<file path="src/hdasp_pkg.sv">
package hdasp_pkg;
	localparam logic [7:0] ADDR_DATA = 8'hd6;
	localparam logic [7:0] ADDR_CTRL = 8'hd7;
	localparam int BIT_RECEIVER_READY_FLAG = 7;
	localparam int BIT_TRANSMITTER_EMPTY_FLAG  = 6;
	localparam int BIT_RECEIVE_IRQ_ENABLE = 5;
	localparam int BIT_TRANSMIT_IRQ_ENABLE = 4;
	localparam int BIT_BR_HI = 3;
	localparam int BIT_BR_LO = 1;
	localparam int BIT_PTY   = 0;
	localparam logic [7:0] CTRL_RESET = 8'h00;
	localparam int OSC_HZ   = 8000000;
	localparam int CLK_HZ   = 25000000;
	localparam logic [2:0] STATES_LAST = 3'h7;
	localparam logic [3:0] BITS_10 = 4'h8;
	localparam logic [3:0] BITS_11 = 4'h9;
	localparam logic [2:0] SMP_A = 3'h2;
	localparam logic [2:0] SMP_B = 3'h3;
	localparam logic [2:0] SMP_C = 3'h4;
	localparam logic [15:0] DIV_BASE = 16'h0068;
	localparam logic [15:0] DIV_ODD  = 16'h0100;
	localparam int STATES_PER_BIT = 8;

	typedef enum logic [1:0] {
		HDASP_IDLE  = 2'b00,
		HDASP_START = 2'b01,
		HDASP_DATA  = 2'b11,
		HDASP_STOP  = 2'b10
	} hdasp_state_t;

	typedef struct packed {
		logic       rx_ready;
		logic       tx_empty;
		logic       rx_irq_en;
		logic       tx_irq_en;
		logic [2:0] baud;
		logic       pty;
	} hdasp_ctrl_t;

	typedef struct packed {
		logic [7:0] addr;
		logic [7:0] wdata;
		logic       wr;
		logic       rd;
	} hdasp_bus_t;

	function automatic logic [15:0] hdasp_div(input logic [2:0] code);
		unique case (code) // see [RL18]
			3'h0:    hdasp_div = 16'(DIV_BASE * 16'h0040);
			3'h1:    hdasp_div = 16'(DIV_BASE * 16'h0020);
			3'h2:    hdasp_div = 16'(DIV_BASE * 16'h0010);
			3'h3:    hdasp_div = 16'(DIV_BASE * 16'h0008);
			3'h4:    hdasp_div = 16'(DIV_BASE * 16'h0004);
			3'h5:    hdasp_div = DIV_ODD;
			3'h6:    hdasp_div = 16'(DIV_BASE * 16'h0002);
			default: hdasp_div = DIV_BASE;
		endcase
	endfunction : hdasp_div

	function automatic logic hdasp_parity(input logic [7:0] d);
		hdasp_parity = ^d;
	endfunction : hdasp_parity
endpackage : hdasp_pkg

</file>
<file path="src/hdasp_tick.sv">
`timescale 1ns/1ps
module hdasp_tick
	import hdasp_pkg::*;
(
	// Clock and reset
	input  wire logic       sys_clk,
	input  wire logic       rst,
	// Rate select and tick out
	input  wire logic [2:0] baud,
	output logic            tick
);
	// Divides the sys_clk by the oscillator-relative divisor/8 scaled to sys_clk (see [RL6])
	// Accumulates OSC_HZ/8 per sys_clk cycle so rate is exact on average.
	logic [31:0] acc;
	logic [31:0] next_acc;
	logic        next_tick;
	logic [31:0] limit;

	always_comb begin
		// Both sides scaled down so the slowest rate still fits in 32 bits
		limit = 32'((64'(CLK_HZ) * 64'(hdasp_div(baud))) / 64'(STATES_PER_BIT * STATES_PER_BIT));
		next_acc = acc + 32'(OSC_HZ / STATES_PER_BIT);
		next_tick = 1'b0;
		if (next_acc >= limit) begin
			next_acc = next_acc - limit;
			next_tick = 1'b1;
		end
	end

	always_ff @(posedge sys_clk) begin
		if (rst) begin
			acc  <= '0;
			tick <= 1'b0;
		end else begin
			acc  <= next_acc;
			tick <= next_tick;
		end
	end
endmodule : hdasp_tick

</file>
<file path="src/hdasp_top.sv">
`timescale 1ns/1ps
// How it works
// [RL1] Half duplex; frame length 10 or 11 bits fixed by a strap option.
// [RL2] 10-bit frame carries eight data bits or seven plus auto even parity.
// [RL3] Starting a transmit aborts any reception in progress.
// [RL4] 11-bit frame inverts transmitted serial data.
// [RL5] Transmit pin follows port value unless engine output select is asserted.
// [RL6] Internal clock divided to eight times the baud rate.
// [RL7] Three samples per bit, two-of-three majority vote.
// [RL8] Start and stop bits generated by hardware; software gives eight or nine.
// [RL9] Software configures format and ninth bit before writing data.
// [RL10] Ninth bit kept until software changes it or a reception overwrites it.
// [RL11] Start low, data LSB first, stop high, then release pin.
// [RL12] Transmit end sets empty flag; zero or data write clears; one write interrupts.
// [RL13] Receiver watches falling edge, waits one bit time, then collects data.
// [RL14] Eight bits to data buffer; ninth bit or parity to control bit 0.
// [RL15] After stop bit time, buffer the character and set ready flag.
// [RL16] Bit 5 enables receive interrupt, bit 4 transmit; writes also load both flags.
// [RL17] Ready flag cleared by zero write; one write accepted and interrupts.
// [RL18] Baud field bits 3..1 selects divisor, 104 at code 7.
// [RL19] Baud change takes effect immediately.
// [RL20] 10-bit mode bit 0 enables parity; after reception it reads parity.
// [RL21] Software clears data bit 7 when auto parity is enabled.
// [RL22] Data read returns receive buffer; write starts send and clears empty.
// [RL23] Reset clears flags and enables, idles engines, releases pin.
module hdasp_top
	import hdasp_pkg::*;
(
	// Clock and reset
	input  wire logic       sys_clk,
	input  wire logic       rst,
	// Frame option strap, high selects 11-bit frame
	input  wire logic       frame_11,
	// Register port
	input  wire logic [7:0] addr,
	input  wire logic [7:0] wdata,
	input  wire logic       wr,
	input  wire logic       rd,
	output logic      [7:0] rdata,
	// Serial pins
	input  wire logic       rx_pin,
	input  wire logic       port_tx_value,
	output logic            tx_pin,
	output logic            serial_output_select,
	// Interrupt requests to the core
	output logic            rx_irq,
	output logic            tx_irq
);
	hdasp_bus_t  bus;
	hdasp_ctrl_t ctrl;
	hdasp_ctrl_t next_ctrl;
	logic        tick;
	logic        opt11;
	logic        opt_taken;

	assign bus = '{addr: addr, wdata: wdata, wr: wr, rd: rd};

	// Strap caught once after reset release; format then stays fixed
	always_ff @(posedge sys_clk) begin
		if (rst) begin
			opt_taken <= 1'b0;
			opt11     <= 1'b0;
		end else if (!opt_taken) begin
			opt_taken <= 1'b1;
			opt11     <= frame_11; // see [RL1]
		end
	end

	hdasp_tick u_tick (
		.sys_clk (sys_clk),
		.rst     (rst),
		.baud    (ctrl.baud), // see [RL19]
		.tick    (tick)
	);

	logic wr_data;
	logic wr_ctrl;
	assign wr_data = bus.wr && (bus.addr == ADDR_DATA);
	assign wr_ctrl = bus.wr && (bus.addr == ADDR_CTRL);

	// Transmitter
	hdasp_state_t tx_st;
	hdasp_state_t next_tx_st;
	logic [8:0]   tx_sh;
	logic [8:0]   next_tx_sh;
	logic [3:0]   tx_cnt;
	logic [3:0]   next_tx_cnt;
	logic [2:0]   tx_ph;
	logic [2:0]   next_tx_ph;
	logic         next_tx_pin;
	logic         next_oe;
	logic         tx_done;
	logic         tx_line;
	logic [3:0]   nbits;

	assign nbits = opt11 ? BITS_11 : BITS_10; // see [RL8]

	always_comb begin
		next_tx_st  = tx_st;
		next_tx_sh  = tx_sh;
		next_tx_cnt = tx_cnt;
		next_tx_ph  = tx_ph;
		tx_done     = 1'b0;
		tx_line     = 1'b1;
		unique case (tx_st)
			HDASP_IDLE:  tx_line = 1'b1;
			HDASP_START: tx_line = 1'b0;
			HDASP_DATA:  tx_line = tx_sh[0];
			HDASP_STOP:  tx_line = 1'b1;
		endcase
		if (tx_st != HDASP_IDLE && tick) begin
			next_tx_ph = tx_ph + 3'h1;
			if (tx_ph == STATES_LAST) begin
				unique case (tx_st)
					HDASP_START: next_tx_st = HDASP_DATA;
					HDASP_DATA: begin
						next_tx_sh  = {1'b0, tx_sh[8:1]}; // see [RL11]
						next_tx_cnt = tx_cnt + 4'h1;
						if (tx_cnt == nbits - 4'h1) begin
							next_tx_st = HDASP_STOP;
						end
					end
					HDASP_STOP: begin
						next_tx_st = HDASP_IDLE;
						tx_done    = 1'b1;
					end
					HDASP_IDLE: next_tx_st = HDASP_IDLE;
				endcase
			end
		end
		if (wr_data) begin
			// Last data bit: stored ninth bit in 11-bit mode, parity of low seven in auto mode
			next_tx_st  = HDASP_START; // see [RL22]
			next_tx_ph  = '0;
			next_tx_cnt = '0;
			next_tx_sh  = {ctrl.pty, bus.wdata}; // see [RL10]
			if (!opt11 && ctrl.pty) begin
				next_tx_sh[7] = hdasp_parity({1'b0, bus.wdata[6:0]}); // see [RL2]
			end
		end
		next_oe     = (next_tx_st != HDASP_IDLE); // see [RL5]
		next_tx_pin = next_oe ? ((opt11 ? ~tx_line_n(next_tx_st, next_tx_sh) : tx_line_n(next_tx_st, next_tx_sh))) : port_tx_value; // see [RL4]
	end

	function automatic logic tx_line_n(input hdasp_state_t s, input logic [8:0] sh);
		unique case (s)
			HDASP_START: tx_line_n = 1'b0;
			HDASP_DATA:  tx_line_n = sh[0];
			default:     tx_line_n = 1'b1;
		endcase
	endfunction : tx_line_n

	always_ff @(posedge sys_clk) begin
		if (rst) begin
			tx_st  <= HDASP_IDLE; // see [RL23]
			tx_sh  <= '0;
			tx_cnt <= '0;
			tx_ph  <= '0;
			tx_pin <= 1'b1;
			serial_output_select <= 1'b0;
		end else begin
			tx_st  <= next_tx_st;
			tx_sh  <= next_tx_sh;
			tx_cnt <= next_tx_cnt;
			tx_ph  <= next_tx_ph;
			tx_pin <= next_tx_pin;
			serial_output_select <= next_oe;
		end
	end

	// Receiver
	hdasp_state_t rx_st;
	hdasp_state_t next_rx_st;
	logic [8:0]   rx_sh;
	logic [8:0]   next_rx_sh;
	logic [3:0]   rx_cnt;
	logic [3:0]   next_rx_cnt;
	logic [2:0]   rx_ph;
	logic [2:0]   next_rx_ph;
	logic [2:0]   votes;
	logic [2:0]   next_votes;
	logic         rx_prev;
	logic         rx_done;
	logic         vote;
	logic [7:0]   rx_buf;
	logic [7:0]   next_rx_buf;
	logic         rx_ninth;

	assign vote = (votes[0] & votes[1]) | (votes[0] & votes[2]) | (votes[1] & votes[2]); // see [RL7]

	always_comb begin
		next_rx_st  = rx_st;
		next_rx_sh  = rx_sh;
		next_rx_cnt = rx_cnt;
		next_rx_ph  = rx_ph;
		next_votes  = votes;
		next_rx_buf = rx_buf;
		rx_done     = 1'b0;
		rx_ninth    = 1'b0;
		unique case (rx_st)
			HDASP_IDLE: begin
				if (rx_prev && !rx_pin && tx_st == HDASP_IDLE) begin
					next_rx_st = HDASP_START; // see [RL13]
					next_rx_ph = '0;
					next_rx_cnt = '0;
				end
			end
			default: begin
				if (tick) begin
					next_rx_ph = rx_ph + 3'h1;
					if (rx_ph == SMP_A) next_votes[0] = rx_pin;
					if (rx_ph == SMP_B) next_votes[1] = rx_pin;
					if (rx_ph == SMP_C) next_votes[2] = rx_pin;
					if (rx_ph == STATES_LAST) begin
						unique case (rx_st)
							HDASP_START: next_rx_st = HDASP_DATA;
							HDASP_DATA: begin
								next_rx_sh  = {vote, rx_sh[8:1]};
								next_rx_cnt = rx_cnt + 4'h1;
								if (rx_cnt == nbits - 4'h1) next_rx_st = HDASP_STOP;
							end
							HDASP_STOP: begin
								next_rx_st = HDASP_IDLE; // see [RL15]
								rx_done    = 1'b1;
								if (opt11) begin
									next_rx_buf = rx_sh[7:0];
									rx_ninth    = rx_sh[8]; // see [RL14]
								end else begin
									next_rx_buf = rx_sh[8:1];
									rx_ninth    = hdasp_parity(rx_sh[8:1]); // see [RL20]
								end
							end
							HDASP_IDLE: next_rx_st = HDASP_IDLE;
						endcase
					end
				end
			end
		endcase
		if (wr_data) begin
			next_rx_st = HDASP_IDLE; // see [RL3]
			rx_done    = 1'b0;
			next_rx_buf = rx_buf;
		end
	end

	always_ff @(posedge sys_clk) begin
		if (rst) begin
			rx_st   <= HDASP_IDLE;
			rx_sh   <= '0;
			rx_cnt  <= '0;
			rx_ph   <= '0;
			votes   <= '0;
			rx_prev <= 1'b1;
			rx_buf  <= '0;
		end else begin
			rx_st   <= next_rx_st;
			rx_sh   <= next_rx_sh;
			rx_cnt  <= next_rx_cnt;
			rx_ph   <= next_rx_ph;
			votes   <= next_votes;
			rx_prev <= rx_pin;
			rx_buf  <= next_rx_buf;
		end
	end

	// Control register; hardware set wins over software clear
	logic next_rx_irq;
	logic next_tx_irq;
	logic [7:0] next_rdata;

	always_comb begin
		next_ctrl = ctrl;
		if (wr_ctrl) begin
			next_ctrl = hdasp_ctrl_t'(bus.wdata); // see [RL16]
		end
		if (wr_data) next_ctrl.tx_empty = 1'b0; // see [RL12]
		if (tx_done) next_ctrl.tx_empty = 1'b1;
		if (rx_done) begin
			next_ctrl.rx_ready = 1'b1; // see [RL17]
			next_ctrl.pty      = rx_ninth;
		end
		next_rx_irq = next_ctrl.rx_ready && next_ctrl.rx_irq_en;
		next_tx_irq = next_ctrl.tx_empty && next_ctrl.tx_irq_en;
		next_rdata = '0;
		if (bus.rd && bus.addr == ADDR_DATA) next_rdata = rx_buf;
		if (bus.rd && bus.addr == ADDR_CTRL) next_rdata = ctrl;
	end

	always_ff @(posedge sys_clk) begin
		if (rst) begin
			ctrl   <= hdasp_ctrl_t'(CTRL_RESET);
			rx_irq <= 1'b0;
			tx_irq <= 1'b0;
			rdata  <= '0;
		end else begin
			ctrl   <= next_ctrl;
			rx_irq <= next_rx_irq;
			tx_irq <= next_tx_irq;
			rdata  <= next_rdata;
		end
	end
endmodule : hdasp_top

</file>
<file path="config.mk">
export PLATFORM = sky130hd
export DESIGN_NAME = hdasp_top
export DESIGN_NICKNAME = d
export VERILOG_FILES = /design/src/hdasp_pkg.sv /design/src/hdasp_tick.sv /design/src/hdasp_top.sv
export SDC_FILE = /design/constraint.sdc
export NUM_CORES = 1
export LEC_CHECK = 0
export BUFFER_PORTS_ARGS = -buffer_cell sky130_fd_sc_hd__buf_2
export CELL_PAD_IN_SITES_DETAIL_PLACEMENT = 0
export CELL_PAD_IN_SITES_GLOBAL_PLACEMENT = 1
export CORE_AREA = 2 2 140 142
export DETAILED_ROUTE_END_ITERATION = 16
export DIE_AREA = 0 0 142 144
export PLACE_DENSITY = 0.77
export SYNTH_ARGS = -nofsm -noshare
export SYNTH_HDL_FRONTEND = slang
export SYNTH_SLANG_ARGS = --single-unit
</file>
<file path="constraint.sdc">
create_clock -name sys_clk -period 9 [get_ports sys_clk]
set_input_delay 1.8 -clock sys_clk [delete_from_list [all_inputs] [get_ports sys_clk]]
set_output_delay 1.8 -clock sys_clk [all_outputs]
set_load 0.02 [all_outputs]
</file>
# Yosys cells after proc, flatten, opt, wreduce, memory -nomap -nowiden
# Index checks and enable logic that the tools add are counted.
[totals] in_bits=23 output_inout_bits=12 memories=0 ff_bits=103 romBits=0 ram_bits=0 latchBits=0
[classes] mux=53 n_reduce_logical=38 addsub=7 n_shift=0 div=0 n_bitwise=8 n_lt_le_gt_ge=1 eq_ne=25 n_mul=1
[ops] cell="$pmux 13 s7" count=1
[ops] cell="$mux 9" count=4
[ops] cell="$add 32x20->32 const B" count=1
[ops] cell="$ge 32x32->1" count=1
[ops] cell="$mul 19x13->32 const A" count=1
[ops] cell="$mux 32" count=1
[ops] cell="$mux 8" count=4
[ops] cell="$sub 32x32->32" count=1
[ops] cell="$mux 1" count=23
[ops] cell="$mux 4" count=5
[ops] cell="$eq 3x3->1 const B" count=6
[ops] cell="$mux 2" count=9
[ops] cell="$reduce_bool 2->1" count=9
[ops] cell="$eq 8x8->1 const B" count=2
[ops] cell="$reduce_xor 8->1" count=2
[ops] cell="$reduce_and 3->1" count=5
[ops] cell="$eq 3x2->1 const B" count=4
[ops] cell="$pmux 2 s3" count=2
[ops] cell="$reduce_and 4->1" count=3
[ops] cell="$eq 2x2->1 const B" count=5
[ops] cell="$logic_and 1x1->1" count=10
[ops] cell="$mux 3" count=3
[ops] cell="$add 4x1->4 const B" count=2
[ops] cell="$eq 4x4->1" count=2
[ops] cell="16 further kinds" count=27

# Longest topological paths before layout
# Gate-level depths: netlist of the first run.
[logic_depth] ltp_word=13 ltp_mapped=37 ltp_nobuf=34

# By module
# Synthesis of the first run repeated with hierarchy kept, for this count alone.
[hier_totals] cells_unflattened=1109 area_unflattened_um2=9560.4
[modules_own_cells] mod="hdasp_tick" n_inst=1 area_per_inst_um2=6229.7 cells_each=763
[modules_own_cells] mod="hdasp_top" n_inst=1 area_per_inst_um2=3330.7 cells_each=346

# Least setup slack after synthesis of the first run
# Ideal clock, no wire load.
[synth_path] path_type="reg-to-reg" start="register ctrl[1] in the netlist's numbering" end="register u_tick.acc[20]" required_time_ps=8868 t_arrival_ps=7432 setup_ps=132 setup_slack_ps=1436 path_buffers=3 stages_incl_launch_ff=35 path_cell_list="dfxtp_1 clkbuf_1 inv_1 ha_1 clkbuf_1 nor3_1 o21ai_0 nand2_1 inv_1 fa_1 inv_1 fa_1 inv_1 fa_1 fa_1 inv_1 fa_1 inv_1 ha_1 a21oi_1 a21boi_1 a2111o_1 a21oi_1 o31ai_1 a21oi_1 xnor2_1 ha_1 o21a_1 o22ai_1 nand2_1 nor2_1 a21o_1 buf_2 or2_1 a21oi_1"
[synth_via] elab_chain_cells=5 word_cells_on_any_way=12
[synth_rtl] item="start, declared" line_no="hdasp_top.sv:50" text="hdasp_ctrl_t ctrl;"
[synth_rtl] item="start signal, assigned" line_no="hdasp_top.sv:291" text="ctrl <= hdasp_ctrl_t'(CTRL_RESET);"
[synth_rtl] item="start signal, assigned" line_no="hdasp_top.sv:296" text="ctrl <= next_ctrl;"
[synth_rtl] item="$eq 3x3->1, or another cell as far along" line_no="hdasp_pkg.sv:48" text="unique case (code)"
[synth_rtl] item="$pmux 13 s7 (*)" line_no="hdasp_pkg.sv:48"
[synth_rtl] item="$mul 19x13->32 (*)" line_no="hdasp_tick.sv:21" text="limit = 32'((64'(CLK_HZ) * 64'(hdasp_div(baud))) / 64'(STATES_PER_BIT * STATES_PER_BIT));"
[synth_rtl] item="$sub 32x32->32 / $ge 32x32->1 (equally long branches)" line_no="hdasp_tick.sv:25, hdasp_tick.sv:24"
[synth_rtl] item="$mux 32 (*)" line_no="hdasp_tick.sv:24" text="if (next_acc >= limit) begin"
[synth_rtl] item="end signal, assigned" line_no="hdasp_tick.sv:35" text="acc <= next_acc;"
[synth_rtl] item="end, declared" line_no="hdasp_tick.sv:14" text="logic [31:0] acc;"
# Mark *: on every way between the ends. The rest lies on a longest branch, timed or not.
# A chain may end at the register's enable or synchronous reset.

# Worst setup path in the final report of the first run
[layout_path] start="register ctrl[2] in the netlist's numbering" end="register u_tick.acc[27]"
# Same word-level chain as after synthesis.

==> results of run 1 <==
[cells in the final DEF, fill, tap and decap left out, types with 5 or more instances in the layout]
cell type and count:
o21ai_0 30, ha_1 122, dfxtp_1 100, and3_1 6
a21o_1 18, or3_1 8, mux2i_1 36, nand4_1 10
and2_1 5, a31oi_1 6, nor3_1 22, nor2b_1 7
buf_4 7, o22ai_1 5, nand3_1 40, inv_1 105
xor2_1 38, buf_2 34, xnor2_1 49, o21bai_1 11
a21oi_1 85, a211oi_1 19, nor2_1 114, nand2_1 107
o21a_1 7, fa_1 36, o211ai_1 5, nand2b_1 11
a311oi_1 8, clkbuf_16 9
[per-layer routing]
layer  global-route usage  vias to the layer above  part of all wire
met2               0.3966                      104              0.50
met1               0.2807                     3410              0.46
met4              0.04737                        0             0.014
met5                    0                        -                 0
li1                     -                     3805                 -
met3              0.02881                       17             0.031
[logic make-up (layout without fill, tap and decap cells)]
kind of cell               Yosys count  in the layout  share of synthesized area
AOI/OAI and AO/OA                  220            220                     0.1543
xor gates and xnor gates            88             88                    0.08764
adders and majority gates          158            158                     0.2510
buffers and inverters              140            162                    0.05969
DFF                                100            100                     0.2237
muxes                               38             38                    0.04305
and+or+nand+nor                    353            353                     0.1806
[power by group]
group          internal [mW]  switching [mW]
registers              0.456          0.0140
clock network          0.226           0.193
logic                  0.115           0.171
total                  0.798           0.378
[area by class of cell]
type                       count  area, sq um  area share
tap                          238        297.8     0.03088
timing repair buffer          41        222.7     0.02309
inverter                     106        397.9     0.04126
sequential                   100         2002      0.2076
clock inverter                 5        66.31    0.006876
multi-input combinational    857         6419      0.6655
clock buffer                  10        239.0     0.02478
[stage by stage]
stage                     setup slack, ns    util  power (mW)  cell area, sq um
after CTS                          0.6392  0.5055       1.188              9644
after floorplan                     1.436       -      0.6981              8951
after global routing              0.01002  0.5055       1.246              9644
after global placement             0.8049  0.4895      0.7672              9339
final                              0.5944  0.5055       1.176              9644
after detailed placement           0.6780  0.4895      0.7661              9339
[flip-flops by register name (all words and copies together) (netlist names), 4 cells and up]
signal / cells
ctrl: 8
rdata: 8
rx_buf: 8
rx_cnt: 4
rx_sh: 9
tx_cnt: 4
tx_sh: 9
u_tick.acc: 29
[worst min path at each step]
stage	startpoint	endpoint	slack, ns
after floorplan	rx_sh[0]	rx_sh[0]	0.44
after global placement	rx_sh[0]	rx_sh[0]	0.44
after detailed placement	rx_sh[0]	rx_sh[0]	0.45
after CTS	rx_sh[0]	rx_sh[0]	0.46
after global routing	rx_sh[0]	rx_sh[0]	0.48
final	rx_sh[0]	rx_sh[0]	0.46
[worst max-delay path: cells and delay by family (launching register included)]
family	cells	cell delay, ns
adders and majority gates	8	3.35
AOI/OAI and AO/OA	9	2.26
DFF	1	0.51
xor gates and xnor gates	1	0.14
and+or+nand+nor	6	1.14
buffers and inverters	7	0.94
==> results by group, run 1 <==
Status
  – Run status: finished, final reports clean

STA
  – Final hold slack: 0.4570 ns
  – Slew HR: 0.2312
  – Setup_tns: 0 ns
  – Fin crit share: 0.9340
  – Worst Clk Skew: 0.009194 ns
  – Hold Vio Cnt, Final: 0
  – Min Tclk post-route: 8.406 ns
  – Tightest Pin Transition: 1.149 ns
  – RSZ-0062 raised after global routing: false
  – # setup viols final: 0
  – Fin. max-slew vios: 0
  – FMAX: 0.1190 GHz

Floorplanning
  – # IOs: 35
  – Die height: 144 um
  – Die area: 20450 sq um
  – Initial core utilization: 0.4691
  – Die X: 142 um
  – Row count: 51
  – CORE AREA: 19080 sq um

Yosys
  – EDFF count, synth: 0
  – Syn avg cell area: 8.160 sq um
  – Gate Count Post-Synth: 1097
  – Synth unique cells: 62
  – Async SR Flop Fraction: 0
  – Syn_nets: 1278
  – Synth area leaders: dfxtp_1 22%, ha_1 17%, fa_1 8.1%
  – Synth Cell Area: 8951 sq um
  – Post-synth top flop: dfxtp_1
  – Synthesized flop and latch total: 100
  – Synth warn: 0
  – Post-synth top cells: 122 x ha_1, 114 x nor2_1, 107 x nand2_1
  – Top-area cell type share of the netlist area: 0.2237
  – Synth area leader: dfxtp_1
  – Post-synthesis sequential area ratio: 0.2237
  – Top-count cell post-synth: ha_1

Critical path
  – Critical path origin: ctrl[2]
  – CP endpoint: u_tick.acc[27]
  – Crit path kind: reg2reg
  – Cell mode on critical path: inv_1
  – R2R Setup Slk: 0.59 ns
  – Worst setup EP type: flop
  – R2R Path Start: ctrl[2]
  – Worst path required time: 9.29 ns
  – Critical Path AT: 8.70 ns
  – Reg2reg end: u_tick.acc[27]
  – Peak fanout along the critical path: 14
  – Peak per-stage delay on the critical path: 0.55 ns
  – Worst r2r path cells: 31
  – Startpoint types: flop
  – Worst path slowest cell: fa_1

Clock network
  – Clock sinks: 100
  – Clock Latency Late Sink: 0.35 ns
  – Clk pin slew, worst setup/hold paths: 0.07 ns
  – Root Buffer: clkbuf_16
  – Setup Buffers After CTS: 0
  – Htree depth: 3
  – CTS Hold Buffers Added: 0
  – Clock Tree Buf Depth: 2
  – Number of buffers created by CTS: 9
  – CTS tree: yes
  – CTS-repair resized insts: 0

Global route
  – Total congestion overflow: 0
  – Vias in the first global route: 7096
  – Initial antenna violation count: 0
  – First-pass GRT wire length: 35700 um
  – Largest net degree at the start of global routing: 75
  – Gr usage total: 0.2197

Cells and area
  – Diode count: 0
  – Area delta synth->final: 7.744%
  – Layout cells sized above 1: 0.05898
  – Final Net Count: 1296
  – Final std cells w/o fill: 1357
  – Fillcell total: 1875

Route
  – 1st-pass router iterations: 5
  – Final WL: 21780 um
  – Drt wl/cell: 16.05 um
  – ANT nets after route: 0
  – Vias: 7336
  – Post-DR vias/cell: 5.406
  – DR DRC count: 0
  – Drt initial violations: 236

Power and ir drop
  – Peak VDD IR: 0.00008259 V
  – Power per cell area: 121.9 nW/um^2
  – LEAKAGE: 4.537 nW

Hold path
  – Hold Crit Depth: 2
  – Type of the worst min-delay path: reg2reg

Placed design
  – Final Wtd Congestion: 0.8454
  – Cell Count Post-Placement: 1342
  – Port Buffers: 34
  – Dpl hpwl: 17160 um

Job
  – Max Cap Violations: 0
Power figures use the tool's default switching activity.
==> run 2, diff against run 1 <==
==> config.mk (replaced) <==
export PLATFORM = sky130hd
export DESIGN_NAME = hdasp_top
export DESIGN_NICKNAME = d
export VERILOG_FILES = /design/src/hdasp_pkg.sv /design/src/hdasp_tick.sv /design/src/hdasp_top.sv
export SDC_FILE = /design/constraint.sdc
export NUM_CORES = 1
export LEC_CHECK = 0
export BUFFER_PORTS_ARGS = -buffer_cell sky130_fd_sc_hd__buf_2
export CORE_AREA = 2 2 130 132
export DETAILED_ROUTE_END_ITERATION = 16
export DIE_AREA = 0 0 132 134
export PLACE_DENSITY = 0.73
export SYNTH_ARGS = -nofsm -noshare
export SYNTH_HDL_FRONTEND = slang
export SYNTH_HIERARCHICAL = 1
export SYNTH_SLANG_ARGS = --single-unit
==> run 2 against run 1 <==
Critical path type unchanged. Via count increased by 5.8%. Clock-buffer cell count stayed put. Non-clock buffer count is 4 lower.
==> results by group, run 2 <==
Yosys
  – Synth unique cells: 77
  – Synth area leaders: dfxtp_1 21%, ha_1 16%, fa_1 7.7%
  – Syn avg cell area: 8.621 sq um
  – Top-area cell type share of the netlist area: 0.2094
  – Post-synth top flop: dfxtp_1
  – Synth warn: 6
  – Post-synthesis sequential area ratio: 0.2094
  – Syn_nets: 1292
  – Gate Count Post-Synth: 1109
  – Synth Cell Area: 9560 sq um
  – Post-synth top cells: 123 x ha_1, 120 x nor2_1, 110 x inv_1
  – Async SR Flop Fraction: 0
  – Top-count cell post-synth: ha_1
  – Synthesized flop and latch total: 100
  – Synth area leader: dfxtp_1
  – EDFF count, synth: 0

STA
  – Hold Vio Cnt, Final: 0
  – Slew HR: 0.3933
  – Tightest Pin Transition: 0.9101 ns
  – Final hold slack: 0.4696 ns
  – RSZ-0062 raised after global routing: false
  – Min Tclk post-route: 7.781 ns
  – Fin crit share: 0.8646
  – # setup viols final: 0
  – Setup_tns: 0 ns
  – FMAX: 0.1285 GHz
  – Fin. max-slew vios: 0
  – Worst Clk Skew: 0.01000 ns

Critical path
  – Buf/Inv on CP: 1
  – Critical Path AT: 8.03 ns
  – Peak fanout along the critical path: 33
  – Worst setup EP type: flop
  – Peak per-stage delay on the critical path: 0.51 ns
  – CP top delay family: adder cells
  – Crit path kind: reg2reg
  – Worst path required time: 9.25 ns
  – Worst path slowest cell: fa_1
  – Startpoint types: flop

Placed design
  – Port Buffers: 34
  – Placed cell area: 9802 sq um
  – Cell Count Post-Placement: 1330
  – Dpl hpwl: 17800 um
  – Final Wtd Congestion: 0.9601

Cells and area
  – Design Area, Final: 10090 sq um
  – Largest register FFs: 29
  – Commonest non-fill, non-tap cell in the layout: ha_1
  – Area delta synth->final: 5.496%
  – Multi-input gate area: 6919 sq um
  – Diode count: 0
  – Layout cells sized above 1: 0.08615
  – Largest regs: u_tick/acc: 29 flops, rx_sh: 9 flops, tx_sh: 9 flops
  – Final std cells w/o fill: 1346
  – FF+latch area: 2002 sq um
  – Fillcell total: 1468
  – Final Net Count: 1304
  – Reg with most FFs: u_tick/acc
  – Most frequent cells in the layout: 123 x ha_1, 120 x nor2_1, 110 x inv_1

Floorplanning
  – Die X: 132 um
  – Row count: 47
  – Die area: 17690 sq um
  – Die height: 134 um
  – Initial core utilization: 0.5869
  – CORE AREA: 16290 sq um
  – # IOs: 35

Power and ir drop
  – LEAKAGE: 4.651 nW
  – Power per cell area: 115.4 nW/um^2
  – Peak VDD IR: 0.0001051 V

Global route
  – Vias in the first global route: 7408
  – Gr usage total: 0.2576
  – Total congestion overflow: 0
  – Largest net degree at the start of global routing: 79
  – Initial antenna violation count: 0
  – First-pass GRT wire length: 36760 um

Clock network
  – Clock sinks: 100
  – Clk pin slew, worst setup/hold paths: 0.07 ns
  – Root Buffer: clkbuf_16
  – CTS tree: yes
  – Clock Latency Late Sink: 0.36 ns
  – Setup Buffers After CTS: 0
  – CTS Hold Buffers Added: 0
  – Clock Tree Buf Depth: 2
  – CTS-repair resized insts: 0
  – Htree depth: 3
  – Number of buffers created by CTS: 9

Route
  – ANT nets after route: 0
  – 1st-pass router iterations: 5
  – Drt wl/cell: 16.56 um
  – Post-DR vias/cell: 5.769
  – Drt initial violations: 712
  – Vias: 7765
  – DR DRC count: 0
  – Final WL: 22290 um

Hold path
  – Type of the worst min-delay path: reg2reg

Job
  – Max Cap Violations: 0

Status
  – Run status: finished, final reports clean
run 2: cell count changes in the layout (fill, tap and decap cells not counted), sizes merged, moves of 5 or more:
cell    change
inv         +5
a21boi      +5
a31oi       +5
mux2i      +22
a21oi      -15
nor2        +9
nand2      -33
xnor2       +6
and4        +5
a211oi      +7
o21bai      -6
run 2: worst paths after layout:
| kind | slack [ns] | startpoint | cells after the start | end |
|---|---|---|---|---|
| worst max-delay path | 1.22 | ctrl[3] | 26 | u_tick/acc[31] |
| worst min-delay path | 0.47 | rx_sh[0] | 2 | rx_sh[0] |
| worst max register to register | 1.22 | ctrl[3] | 26 | u_tick/acc[31] |
| worst min register to register | 0.47 | rx_sh[0] | 2 | rx_sh[0] |
run 2: layout make-up:
type,instances,area share
clock buffers,10,0.02270
repair buffers,37,0.01910
inverters,110,0.04094
well taps,220,0.02729
multi-input cells,863,0.6860
clock inverters,6,0.005458
flip-flops and latches,100,0.1985
run 2: power breakdown:
part           switching, mW  internal (mW)  leakage, nW  total, mW
registers             0.0161          0.456        0.810      0.472
clock network          0.185          0.193        0.140      0.379
logic                  0.190          0.123         3.70      0.313
run 2: logic make-up after synthesis:
logic type / count (synthesis) / synth area share
AO/OA/AOI/OAI: 225 / 0.1646
XOR/XNOR: 92 / 0.08716
adder cells (fa/ha/maj): 160 / 0.2385
buffers and inverters: 146 / 0.06688
flip-flops: 100 / 0.2094
multiplexers: 62 / 0.06570
AND/OR/NAND/NOR: 324 / 0.1678
run 2: worst register-to-register path: cells and delay by family (launching register included):
kind,cells,cell delay [ns]
compound gates,11,2.65
xor+xnor,1,0.21
fa+ha+maj,8,3.30
buf+inv,1,0.18
flops,1,0.50
simple gates,5,0.87
run 2: through the flow:
step	power, mW	utilization	setup slack (ns)
5_1_grt	1.218	0.6192	0.7761
3_5_place_dp	0.7890	0.6017	1.288
4_1_cts	1.167	0.6192	1.262
2_1_floorplan	0.7246	-	2.108
3_3_place_gp	0.7889	0.6017	1.399
6_report	1.164	0.6192	1.219
run 2: per-layer routing:
| layer | routed length, um | share of wire | up-vias | GRT usage |
|---|---|---|---|---|
| met1 | 10890 | 0.49 | 3662 | 0.3657 |
| met3 | 1109 | 0.050 | 26 | 0.03817 |
| met5 | 0 | 0 | - | 0 |
| li1 | - | - | 3891 | - |
| met2 | 10020 | 0.45 | 186 | 0.4132 |
| met4 | 269 | 0.012 | 0 | 0.06401 |
